--- config.mk ---
export PLATFORM = sky130hd
export DESIGN_NAME = fpio_top
export DESIGN_NICKNAME = d
export VERILOG_FILES = /design/src/fpio_pkg.sv /design/src/fpio_link_if.sv /design/src/fpio_sync.sv /design/src/fpio_status.sv /design/src/fpio_top.sv
export SDC_FILE = /design/constraint.sdc
export NUM_CORES = 1
export LEC_CHECK = 0
export ABC_CLOCK_PERIOD_IN_PS = 2900
export BUFFER_PORTS_ARGS = -buffer_cell sky130_fd_sc_hd__buf_2
export CAP_MARGIN = 20
export CELL_PAD_IN_SITES_DETAIL_PLACEMENT = 0
export CELL_PAD_IN_SITES_GLOBAL_PLACEMENT = 1
export CORE_MARGIN = 4
export CORE_UTILIZATION = 43
export CTS_CLUSTER_DIAMETER = 150
export DETAILED_ROUTE_END_ITERATION = 16
export PLACE_DENSITY = 0.74
export REMOVE_ABC_BUFFERS = 1
export SETUP_SLACK_MARGIN = 0.2
export SYNTH_ARGS = -nofsm -noshare
export SYNTH_HDL_FRONTEND = slang
export SYNTH_HIERARCHICAL = 1
export SYNTH_SLANG_ARGS = --single-unit
--- constraint.sdc ---
create_clock -name SYS_CLK_I -period 2.9 [get_ports SYS_CLK_I]
set_input_delay 0.145 -clock SYS_CLK_I [delete_from_list [all_inputs] [get_ports SYS_CLK_I]]
set_output_delay 0.145 -clock SYS_CLK_I [all_outputs]
set_load 0.02 [all_outputs]
--- src/fpio_pkg.sv ---
/*
  Constants for the four-pin I/O port: register addresses, field
  positions, reset values, operation codes and instruction-cycle timing.
  Assumes one system clock per instruction-cycle phase.
*/
package fpio_pkg;

  // ==========================================================
  // Register addresses
  localparam logic [7:0] ADDR_STATUS = 8'h03;
  localparam logic [7:0] ADDR_PORT = 8'h06;

  // ==========================================================
  // Widths and field positions
  localparam int PORT_WIDTH = 4;
  localparam int OUT_PINS = 3;
  localparam int INPUT_ONLY_BIT = 3;
  localparam int STATUS_PIN_WAKE_BIT = 7;
  localparam int STATUS_CMP_WAKE_BIT = 6;
  localparam int STATUS_CORE_WIDTH = 5;

  // ==========================================================
  // Reset values
  localparam logic [3:0] DIR_RESET = 4'hf;
  localparam logic [7:0] OPTION_RESET = 8'hff;
  localparam logic [2:0] LATCH_RESET = 3'h0;

  // ==========================================================
  // Operation codes on the core request port
  localparam logic [2:0] OP_READ = 3'h0;
  localparam logic [2:0] OP_WRITE = 3'h1;
  localparam logic [2:0] OP_BIT_SET = 3'h2;
  localparam logic [2:0] OP_BIT_CLEAR = 3'h3;
  localparam logic [2:0] OP_DIR_LOAD = 3'h4;
  localparam logic [2:0] OP_OPTION_LOAD = 3'h5;

  // ==========================================================
  // Timing
  localparam int CLK_PERIOD_NS = 10;
  localparam int Q_PHASES = 4;
  localparam int CYCLE_CLOCKS = Q_PHASES;
  localparam logic [1:0] EXEC_LAST = 2'(CYCLE_CLOCKS - 2);

  // ==========================================================
  // Sequencer states
  typedef enum logic [0:0] {
    ST_IDLE,
    ST_EXEC
  } fpio_state_t;

endpackage : fpio_pkg

--- src/fpio_link_if.sv ---
/*
  Internal carrier between the port core and its two helper modules:
  synchronised pin levels and the captured wake-up cause flags.
  Assumes all three modules run on the same clock.
*/
`timescale 1ns/1ps
interface fpio_link_if;
  logic [3:0] pins_sync;
  logic pin_wake_flag;
  logic cmp_wake_flag;

  modport sync_src (output pins_sync);
  modport flag_src (output pin_wake_flag, output cmp_wake_flag);
  modport core (input pins_sync, input pin_wake_flag, input cmp_wake_flag);
endinterface : fpio_link_if

--- src/fpio_sync.sv ---
/*
  Two-flop synchroniser for the four raw pin levels.
  Assumes pins are asynchronous to the system clock.
*/
`timescale 1ns/1ps
module fpio_sync
  import fpio_pkg::*;
(
  input wire logic clk_i,
  input wire logic rst_n_i,
  input wire logic [3:0] pins_raw_i,
  fpio_link_if.sync_src link
);

  // ==========================================================
  // Synchroniser stages
  logic [3:0] meta_reg;
  logic [3:0] meta_next;
  logic [3:0] sync_reg;
  logic [3:0] sync_next;

  always_comb begin
    meta_next = pins_raw_i;
    sync_next = meta_reg;
  end

  always_ff @(posedge clk_i or negedge rst_n_i) begin
    if (!rst_n_i) begin
      meta_reg <= 4'h0;
      sync_reg <= 4'h0;
    end else begin
      meta_reg <= meta_next;
      sync_reg <= sync_next;
    end
  end

  assign link.pins_sync = sync_reg;

endmodule : fpio_sync

--- src/fpio_status.sv ---
/*
  Wake-up cause flags. Every reset clears them; on the first clock after
  release the cause levels are caught once and then held.
  Assumes the cause inputs are stable on the system clock at release.
*/
`timescale 1ns/1ps
module fpio_status
  import fpio_pkg::*;
(
  input wire logic clk_i,
  input wire logic rst_n_i,
  input wire logic wake_pin_cause_i,
  input wire logic wake_cmp_cause_i,
  fpio_link_if.flag_src link
);

  // ==========================================================
  // Capture after release
  logic armed_reg;
  logic armed_next;
  logic pin_flag_reg;
  logic pin_flag_next;
  logic cmp_flag_reg;
  logic cmp_flag_next;

  always_comb begin
    armed_next = 1'b1;
    pin_flag_next = pin_flag_reg;
    cmp_flag_next = cmp_flag_reg;
    if (!armed_reg) begin
      pin_flag_next = wake_pin_cause_i;
      cmp_flag_next = wake_cmp_cause_i;
    end
  end

  always_ff @(posedge clk_i or negedge rst_n_i) begin
    if (!rst_n_i) begin
      armed_reg <= 1'b0;
      pin_flag_reg <= 1'b0;
      cmp_flag_reg <= 1'b0;
    end else begin
      armed_reg <= armed_next;
      pin_flag_reg <= pin_flag_next;
      cmp_flag_reg <= cmp_flag_next;
    end
  end

  assign link.pin_wake_flag = pin_flag_reg;
  assign link.cmp_wake_flag = cmp_flag_reg;

endmodule : fpio_status

--- src/fpio_top.sv ---
/*
  Four-pin I/O port core: direction bits, output latches, option bits,
  port and status reads, read-modify-write bit operations, all paced by
  a four-phase instruction cycle.
  Assumes the processor core issues one request at a time and waits for
  REQ_READY_O; pins are asynchronous and pass a two-flop synchroniser.
*/
`timescale 1ns/1ps
// Notes on behaviour
// - Pins zero to two can drive or sense, while the input-only pin never drives.
// - Port reads return the sampled pin levels, never the output latch values.
// - Output latches hold their value until the port is written again.
// - A direction bit of 0 drives the pin and a 1 leaves it undriven as an input.
// - Each bidirectional pin has its own direction bit, so pins mix freely.
// - Unused bit positions of the port and status registers read as zero.
// - The pin-change wake flag is 1 after a pin-change wake reset and 0 otherwise.
// - The comparator wake flag is 1 after a comparator wake reset and 0 otherwise.
// - Bit set and bit clear read the whole port from the pins and write all latches back.
// - In that rewrite, a pin set as input gets its sampled level put into its latch.
// - A port write reaches the latches and pins at the end of the instruction cycle.
// - A port read samples the pins at the start of the cycle, so it may see old levels.
// - A port read shows the pin level even when an enabled driver is overpowered.
// - The direction register is write-only and all ones after every reset.
// - The direction register loads from the working value on the direction load.
module fpio_top
  import fpio_pkg::*;
(
  input wire logic SYS_CLK_I,
  input wire logic NRST_I,
  input wire logic [3:0] PIN_IN_I,
  output logic [2:0] PIN_OUT_O,
  output logic [2:0] PIN_OE_O,
  input wire logic REQ_VALID_I,
  input wire logic [2:0] REQ_OP_I,
  input wire logic [7:0] REQ_ADDR_I,
  input wire logic [2:0] REQ_BIT_I,
  input wire logic [7:0] REQ_DATA_I,
  input wire logic [4:0] CORE_STATUS_I,
  input wire logic WAKE_PIN_CAUSE_I,
  input wire logic WAKE_CMP_CAUSE_I,
  output logic REQ_READY_O,
  output logic DONE_O,
  output logic [7:0] RD_DATA_O,
  output logic [7:0] OPTION_O
);

  // ==========================================================
  // Helper functions

  // Sets or clears one bit of a byte
  function automatic logic [7:0] fpio_bit_modify(
    input logic [7:0] value,
    input logic [2:0] idx,
    input logic set_bit
  );
    logic [7:0] result;
    result = value;
    result[idx] = set_bit;
    return result;
  endfunction : fpio_bit_modify

  // Widens the four pin levels to a register byte
  function automatic logic [7:0] fpio_port_byte(input logic [3:0] pins);
    return {4'h0, pins};
  endfunction : fpio_port_byte

  // ==========================================================
  // Reset release
  logic rst_meta_reg;
  logic rst_n_reg;

  always_ff @(posedge SYS_CLK_I or negedge NRST_I) begin
    if (!NRST_I) begin
      rst_meta_reg <= 1'b0;
      rst_n_reg <= 1'b0;
    end else begin
      rst_meta_reg <= 1'b1;
      rst_n_reg <= rst_meta_reg;
    end
  end

  // ==========================================================
  // Helper modules
  fpio_link_if link ();

  fpio_sync u_sync (
    .clk_i(SYS_CLK_I),
    .rst_n_i(rst_n_reg),
    .pins_raw_i(PIN_IN_I),
    .link(link.sync_src)
  );

  fpio_status u_status (
    .clk_i(SYS_CLK_I),
    .rst_n_i(rst_n_reg),
    .wake_pin_cause_i(WAKE_PIN_CAUSE_I),
    .wake_cmp_cause_i(WAKE_CMP_CAUSE_I),
    .link(link.flag_src)
  );

  // ==========================================================
  // Instruction-cycle sequencer
  fpio_state_t state_reg;
  fpio_state_t state_next;
  logic [1:0] phase_reg;
  logic [1:0] phase_next;
  logic [2:0] op_reg;
  logic [2:0] op_next;
  logic [7:0] addr_reg;
  logic [7:0] addr_next;
  logic [2:0] bit_reg;
  logic [2:0] bit_next;
  logic [7:0] wdata_reg;
  logic [7:0] wdata_next;
  logic [3:0] sample_reg;
  logic [3:0] sample_next;
  logic [4:0] core_reg;
  logic [4:0] core_next;
  logic finish;
  logic accept;

  assign REQ_READY_O = (state_reg == ST_IDLE);
  assign accept = REQ_VALID_I && (state_reg == ST_IDLE);

  always_comb begin
    state_next = state_reg;
    phase_next = phase_reg;
    op_next = op_reg;
    addr_next = addr_reg;
    bit_next = bit_reg;
    wdata_next = wdata_reg;
    sample_next = sample_reg;
    core_next = core_reg;
    finish = 1'b0;
    case (state_reg)
      ST_IDLE: begin
        if (accept) begin
          op_next = REQ_OP_I;
          addr_next = REQ_ADDR_I;
          bit_next = REQ_BIT_I;
          wdata_next = REQ_DATA_I;
          sample_next = link.pins_sync;
          core_next = CORE_STATUS_I;
          phase_next = 2'h0;
          state_next = ST_EXEC;
        end
      end
      ST_EXEC: begin
        if (phase_reg == EXEC_LAST) begin
          finish = 1'b1;
          state_next = ST_IDLE;
        end else begin
          phase_next = phase_reg + 2'h1;
        end
      end
      default: begin
        state_next = ST_IDLE;
      end
    endcase
  end

  always_ff @(posedge SYS_CLK_I or negedge rst_n_reg) begin
    if (!rst_n_reg) begin
      state_reg <= ST_IDLE;
      phase_reg <= 2'h0;
      op_reg <= OP_READ;
      addr_reg <= 8'h00;
      bit_reg <= 3'h0;
      wdata_reg <= 8'h00;
      sample_reg <= 4'h0;
      core_reg <= 5'h00;
    end else begin
      state_reg <= state_next;
      phase_reg <= phase_next;
      op_reg <= op_next;
      addr_reg <= addr_next;
      bit_reg <= bit_next;
      wdata_reg <= wdata_next;
      sample_reg <= sample_next;
      core_reg <= core_next;
    end
  end

  // ==========================================================
  // Port, direction and option registers
  logic [2:0] latch_reg;
  logic [2:0] latch_next;
  logic [3:0] dir_reg;
  logic [3:0] dir_next;
  logic [7:0] option_reg;
  logic [7:0] option_next;
  logic [7:0] rmw_value;
  logic is_port;

  assign is_port = (addr_reg == ADDR_PORT);

  always_comb begin
    rmw_value = fpio_bit_modify(fpio_port_byte(sample_reg), bit_reg,
                                (op_reg == OP_BIT_SET));
  end

  always_comb begin
    latch_next = latch_reg;
    dir_next = dir_reg;
    option_next = option_reg;
    if (finish) begin
      case (op_reg)
        OP_WRITE: begin
          if (is_port) begin
            latch_next = wdata_reg[OUT_PINS-1:0];
          end
        end
        OP_BIT_SET, OP_BIT_CLEAR: begin
          if (is_port) begin
            latch_next = rmw_value[OUT_PINS-1:0];
          end
        end
        OP_DIR_LOAD: begin
          dir_next = wdata_reg[PORT_WIDTH-1:0];
        end
        OP_OPTION_LOAD: begin
          option_next = wdata_reg;
        end
        default: begin
          latch_next = latch_reg;
        end
      endcase
    end
  end

  always_ff @(posedge SYS_CLK_I or negedge rst_n_reg) begin
    if (!rst_n_reg) begin
      latch_reg <= LATCH_RESET;
      dir_reg <= DIR_RESET;
      option_reg <= OPTION_RESET;
    end else begin
      latch_reg <= latch_next;
      dir_reg <= dir_next;
      option_reg <= option_next;
    end
  end

  // ==========================================================
  // Read data and completion
  logic [7:0] rd_data_reg;
  logic [7:0] rd_data_next;
  logic done_reg;
  logic done_next;
  logic [7:0] status_byte;

  always_comb begin
    status_byte = 8'h00;
    status_byte[STATUS_PIN_WAKE_BIT] = link.pin_wake_flag;
    status_byte[STATUS_CMP_WAKE_BIT] = link.cmp_wake_flag;
    status_byte[STATUS_CORE_WIDTH-1:0] = core_reg;
  end

  always_comb begin
    rd_data_next = rd_data_reg;
    done_next = finish;
    if (finish) begin
      rd_data_next = 8'h00;
      if (op_reg == OP_READ) begin
        if (is_port) begin
          rd_data_next = fpio_port_byte(sample_reg);
        end else if (addr_reg == ADDR_STATUS) begin
          rd_data_next = status_byte;
        end
      end
    end
  end

  always_ff @(posedge SYS_CLK_I or negedge rst_n_reg) begin
    if (!rst_n_reg) begin
      rd_data_reg <= 8'h00;
      done_reg <= 1'b0;
    end else begin
      rd_data_reg <= rd_data_next;
      done_reg <= done_next;
    end
  end

  // ==========================================================
  // Pin drivers
  always_comb begin
    PIN_OE_O = ~dir_reg[OUT_PINS-1:0];
    PIN_OUT_O = latch_reg;
  end

  // input-only pin has no driver
  // Bit INPUT_ONLY_BIT of dir_reg is stored but unused; that bit of PIN_IN_I is sensed only.

  assign DONE_O = done_reg;
  assign RD_DATA_O = rd_data_reg;
  assign OPTION_O = option_reg;

endmodule : fpio_top

-- Yosys cells after proc, flatten, opt, wreduce, memory -nomap -nowiden
Index checks and enable logic that the tools add are counted.
- register bits after elaboration: 70
- input port bits: 36
- output and inout bits: 24
- word-level logic and storage cells: 64
- add/sub/neg operators: 1
- magnitude comparators: 2
- equality and inequality tests: 12
- mux-type cells: 17
- bitwise operators: 2
- reduce and logical (&&, ||, !) cells: 10
- operators with widths (kind ; number):
    $mux W8 ; 3
    $bwmux W8 ; 1
    $eq A8 B2 Y1 const B ; 1
    $eq A8 B3 Y1 const B ; 1
    $reduce_and A2 Y1 ; 4
    $eq A3 B2 Y1 const B ; 2
    $eq A3 B3 Y1 const B ; 2
    $mux W3 ; 2
    $ne A2 B2 Y1 const B ; 3
    $pmux W3 S2 ; 1
    $mux W1 ; 5
    $lt A3 B4 Y1 const B ; 1
    $mux W2 ; 2
    $pmux W2 S2 ; 1
    $reduce_and A4 Y1 ; 1
    $demux W1 S3 ; 1
    $eq A3 B1 Y1 const B ; 1
    $ge A3 B1 Y1 const B ; 1
    $logic_not A3 Y1 ; 1
    $not A3 Y3 ; 1
    $add A2 B1 Y2 const B ; 1
    $eq A2 B2 Y1 const B ; 1
    $logic_and A1 B1 Y1 ; 2
    $ne A2 B1 Y1 const B ; 1
    4 further kinds ; 4

-- Longest topological paths before layout
- depth in word-level cells: 7
- depth in mapped cells: 6
- mapped depth without buffers: 5

-- Cells and area by module
The synthesis kept the hierarchy.
- modules (own cells, without submodules) (module ; times used ; cells an instance ; area an instance (um^2) ; seq. area each (um^2)):
    fpio_top ; 1 ; 171 ; 2411.1 ; 1465.2
    fpio_sync ; 1 ; 8 ; 200.2 ; 200.2
    fpio_status ; 1 ; 6 ; 101.3 ; 75.1

-- Worst setup path after synthesis
Ideal clock, no wire load.
- path type: reg2reg
- from: register addr_reg[5]
- to: register latch_reg[1] (netlist: PIN_OUT_O[1])
- library setup time: 0.095 ns
- arrival time: 1.755 ns
- data required time: 2.805 ns
- setup slack: 1.049 ns
- stages on the path, launching flop included: 5
- path buffers: 1
- period minus slack after synthesis: 1.851 ns
- cells stage by stage: dfrtp_1 -> or4_1 -> buf_2 -> or4_4 -> o31ai_1
- longest elaborated chain between the ends: 3
- elaborated cells between the ends (all ways): 4
- those cells by class: eq/ne: 3; reduce/logical: 1
- ends and longest elaborated chain (what ; RTL line ; RTL):
    from (decl) ; fpio_top.sv:109 ; logic [7:0] addr_reg;
    from (signal assigned) ; fpio_top.sv:176 ; addr_reg <= addr_next;
    $eq A8 B3 Y1 (*) ; fpio_top.sv:195 ; assign is_port = (addr_reg == ADDR_PORT);
    $ne A2 B2 Y1 (no line) ; - ;
    $reduce_and A4 Y1 (no line) (*) ; - ;
    to (signal assigned) ; fpio_top.sv:237 ; latch_reg <= latch_next;
    to (decl) ; fpio_top.sv:186 ; logic [2:0] latch_reg;
Mark *: on every way between the ends. The rest lies on a longest branch, timed or not.
A chain may end at the register's enable or synchronous reset.

-- Worst setup path after layout
- from: register addr_reg[5]
- to: register rd_data_reg[1] (netlist: RD_DATA_O[1])
- longest elaborated chain between the ends: 4
- elaborated cells between the ends (all ways): 5
- those cells by class: eq/ne: 2; mux: 3
- ends and longest elaborated chain (what ; RTL line ; RTL):
    $eq A8 B2 Y1 ; fpio_top.sv:266 ; end else if (addr_reg == ADDR_STATUS) begin
    $mux W8 ; fpio_top.sv:266 ;
    $mux W8 (*) ; fpio_top.sv:264 ; if (is_port) begin
    $mux W8 (*) ; fpio_top.sv:263 ; if (op_reg == OP_READ) begin
    to (signal assigned) ; fpio_top.sv:278 ; rd_data_reg <= rd_data_next;
    to (decl) ; fpio_top.sv:245 ; logic [7:0] rd_data_reg;
Marked as above.

==> flow_metrics.env <==
export IMPL_holdCritStartpoint="WAKE_CMP_CAUSE_I"
export IMPL_coreArea_um2=6030
export IMPL_drt_wl_total_mm=5.01
export IMPL_grt_first_pass_wirelength_mm=8.23
export IMPL_antenna_cells=0
export IMPL_worstSetupPathType="reg2reg"
export IMPL_clkPwrFrac_pct=26.5
export IMPL_avgViaCountPerCell=5.02
export IMPL_synth_top_area_cell="dfrtp_1"
export IMPL_synth_top_area_share_pct=53.5
export IMPL_rsz0062_at_grt="no"
export IMPL_drc=0
export IMPL_comb_power_share_pct=25.3
export IMPL_r2r_start="addr_reg[5]$_DFFE_PN0P_"
export IMPL_ant_nets=0
export IMPL_grtUsageTotal_pct=14.3
export IMPL_die_height_um=87.4
export IMPL_status="finished clean"
export IMPL_fin_crit_ns=2.06
export IMPL_cts_root_buf="clkbuf_8"
export IMPL_yosysSeqAreaShare_pct=64.2
export IMPL_finalNonFillerCells=333
export IMPL_avgSynthCellArea_um2=14.7
export IMPL_fin_nets=290
export IMPL_r2r_end="RD_DATA_O[1]$_DFFE_PN0P_"
export IMPL_rows=28
export IMPL_syn_area_um2=2710
export IMPL_total_power_mw=3.26
export IMPL_grt_max_degree=36
export IMPL_first_pass_iters=5
export IMPL_yosys_top_cells_area="dfrtp_1 54%, mux2_2 18%, dfstp_2 11%, a221o_1 1.5%, nor2_1 0.97%"
export IMPL_timing_fmax_mhz=486
export IMPL_dieWidth_um=87.4
export IMPL_cts_sinks=69
export IMPL_finalHoldViolCount=0
export IMPL_place_area_um2=3090
export IMPL_tns_ns=0
export IMPL_initial_core_util_pct=45.0
export IMPL_ys_warn_count=6
export IMPL_hold_class="in2reg"
export IMPL_ios=60
export IMPL_place_congestion=0.783
export IMPL_worst_slew_pin_slew_ns=0.743
export IMPL_path_max_fanout=7
export IMPL_fin_area_um2=3360
export IMPL_reg2reg_slack_ns=0.84
export IMPL_skew_ns=0.00722
export IMPL_p_int_mw=2.26
export IMPL_worstRegToRegCells=3
export IMPL_routedWlPerCell_um=15.0
export IMPL_cts_tree="done"
export IMPL_vias=1671
export IMPL_antenna_found_initial=0
export IMPL_ys_types=38
export IMPL_drtIter0Drc=98
export IMPL_timing_final_crit_share_pct=71.0
export IMPL_synth_common_cells="58 x dfrtp_1, 44 x mux2_2, 11 x dfstp_2, 7 x nor2_1, 6 x inv_1"
export IMPL_crit_path_end_kind="register"
export IMPL_maxSlewViolCount=0
export IMPL_syn_inst=185
export IMPL_fillers=500
export IMPL_ctsHtreeMaxLevel=3
export IMPL_cts_buffers=9
export IMPL_portBuffers=58
export IMPL_drive_gt1_share_pct=54.3
export IMPL_cp_required_ns=3.18
export IMPL_irDropWorstVdd_uv=503
export IMPL_setup_violations=0
export IMPL_hold_end="u_status/link.cmp_wake_flag$_DFFE_PN0N_"
export IMPL_ys_flop_type="dfrtp_1"
export IMPL_grt_pass1_vias=1687
export IMPL_grt_ovfl_total=0
export IMPL_seq_power_share_pct=48.2
export IMPL_die_area_um2=7640
export IMPL_crit_arrival_ns=2.34
export IMPL_post_cts_buffers=0
export IMPL_dp_cells=312
export IMPL_p_per_area_nw_per_um2=970
export IMPL_drv_cap=0
export IMPL_switching_share_pct=30.5
export IMPL_p_switching_mw=0.994
export IMPL_syn2layout_area_growth_pct=23.8
export IMPL_slew_headroom_pct=50.5
export IMPL_clockBufferDepth=2
export IMPL_dp_hpwl_mm=3.47
export IMPL_clk_latency_ns=0.34
export IMPL_ys_ff_latch=69
export IMPL_worstHoldPathCells=2
export IMPL_synth_edf_count=0
export IMPL_synth_most_common_cell="dfrtp_1"
export IMPL_async_flop_share_pct=100
export IMPL_power_leakage_nw=1.55
export IMPL_crit_path_start_kind="register"
export IMPL_clk_pin_slew_ns=0.07
cells in the final DEF, fill, tap and decap left out, types with 4 or more instances in the layout:
cell type / n
a221o_1: 4
and2_1: 4
buf_2: 58
clkbuf_8: 10
dfrtp_1: 57
dfstp_2: 11
dlygate4sd3_1: 5
inv_1: 6
mux2_2: 44
nor2_1: 7
repair_timing:
action                    4_1_cts  5_1_grt
resized for setup               0        0
hold endpoints to repair        6        0
hold buffers                    5        0
critical path, stage by stage (launching register included):
cell     delay [ns]
dfrtp_1        0.37
or4_1          0.66
nor4_2         0.70
a221o_1        0.26
worst max-delay path by stage:
stage,slack [ns],startpoint,end
2_1_floorplan,0.50,state_reg$_DFF_PN0_,addr_reg[0]$_DFFE_PN0P_
3_3_place_gp,0.90,addr_reg[5]$_DFFE_PN0P_,RD_DATA_O[1]$_DFFE_PN0P_
3_5_place_dp,0.85,addr_reg[5]$_DFFE_PN0P_,RD_DATA_O[3]$_DFFE_PN0P_
4_1_cts,0.84,addr_reg[5]$_DFFE_PN0P_,RD_DATA_O[3]$_DFFE_PN0P_
5_1_grt,0.73,phase_reg[0]$_DFFE_PN0P_,OPTION_O[4]$_DFFE_PN1P_
6_report,0.84,addr_reg[5]$_DFFE_PN0P_,RD_DATA_O[1]$_DFFE_PN0P_
per-layer routing:
metal | vias to the layer above | share of wire (%) | GRT usage (%)
li1 | 798 | - | -
met1 | 822 | 48 | 19.4
met2 | 41 | 45 | 20.2
met3 | 10 | 5.7 | 5.58
met4 | 0 | 1.6 | 6.69
met5 | - | 0 | 0
area by class of cell:
cell class	count	area (um^2)	share of cell area, %
Clock buffer	10	138	4.10
Timing Repair Buffer	65	368	10.9
Sequential cell	69	1740	51.8
Multi-Input combinational cell	102	910	27.1
Tap cell	75	93.8	2.79
Clock inverter	6	86.3	2.57
Inverter	6	22.5	0.670
metrics by stage:
| stage | util (%) | hold WS (ns) | setup slack (ns) |
|---|---|---|---|
| after floorplan | - | -0.151 | 0.499 |
| after global placement | 51.2 | -0.0696 | 0.898 |
| after detailed placement | 51.2 | -0.0665 | 0.851 |
| after CTS | 55.8 | 0.0111 | 0.839 |
| after global routing | 55.8 | 0.00646 | 0.728 |
| final | 55.8 | 0.0274 | 0.842 |
cells by family after synthesis:
| logic type | after synthesis | share of synthesized area (%) |
|---|---|---|
| DFF | 69 | 64.2 |
| AOI/OAI and AO/OA | 20 | 5.95 |
| and+or+nand+nor | 33 | 8.03 |
| other | 3 | 0.415 |
| muxes | 44 | 18.3 |
| adders and majority gates | 1 | 0.461 |
| buffers and inverters | 14 | 2.40 |
| xor gates and xnor gates | 1 | 0.323 |
power groups by stage:
stage | clock network [mW] | registers, mW | logic (mW)
after floorplan | 0 | 1.57 | 0.578
after global placement | 0 | 1.59 | 0.810
after global routing | 0.933 | 1.62 | 0.911
final | 0.864 | 1.57 | 0.825
after detailed placement | 0 | 1.59 | 0.826
after CTS | 0.890 | 1.57 | 0.836
No activity file was read; power rests on OpenSTA's default activity.
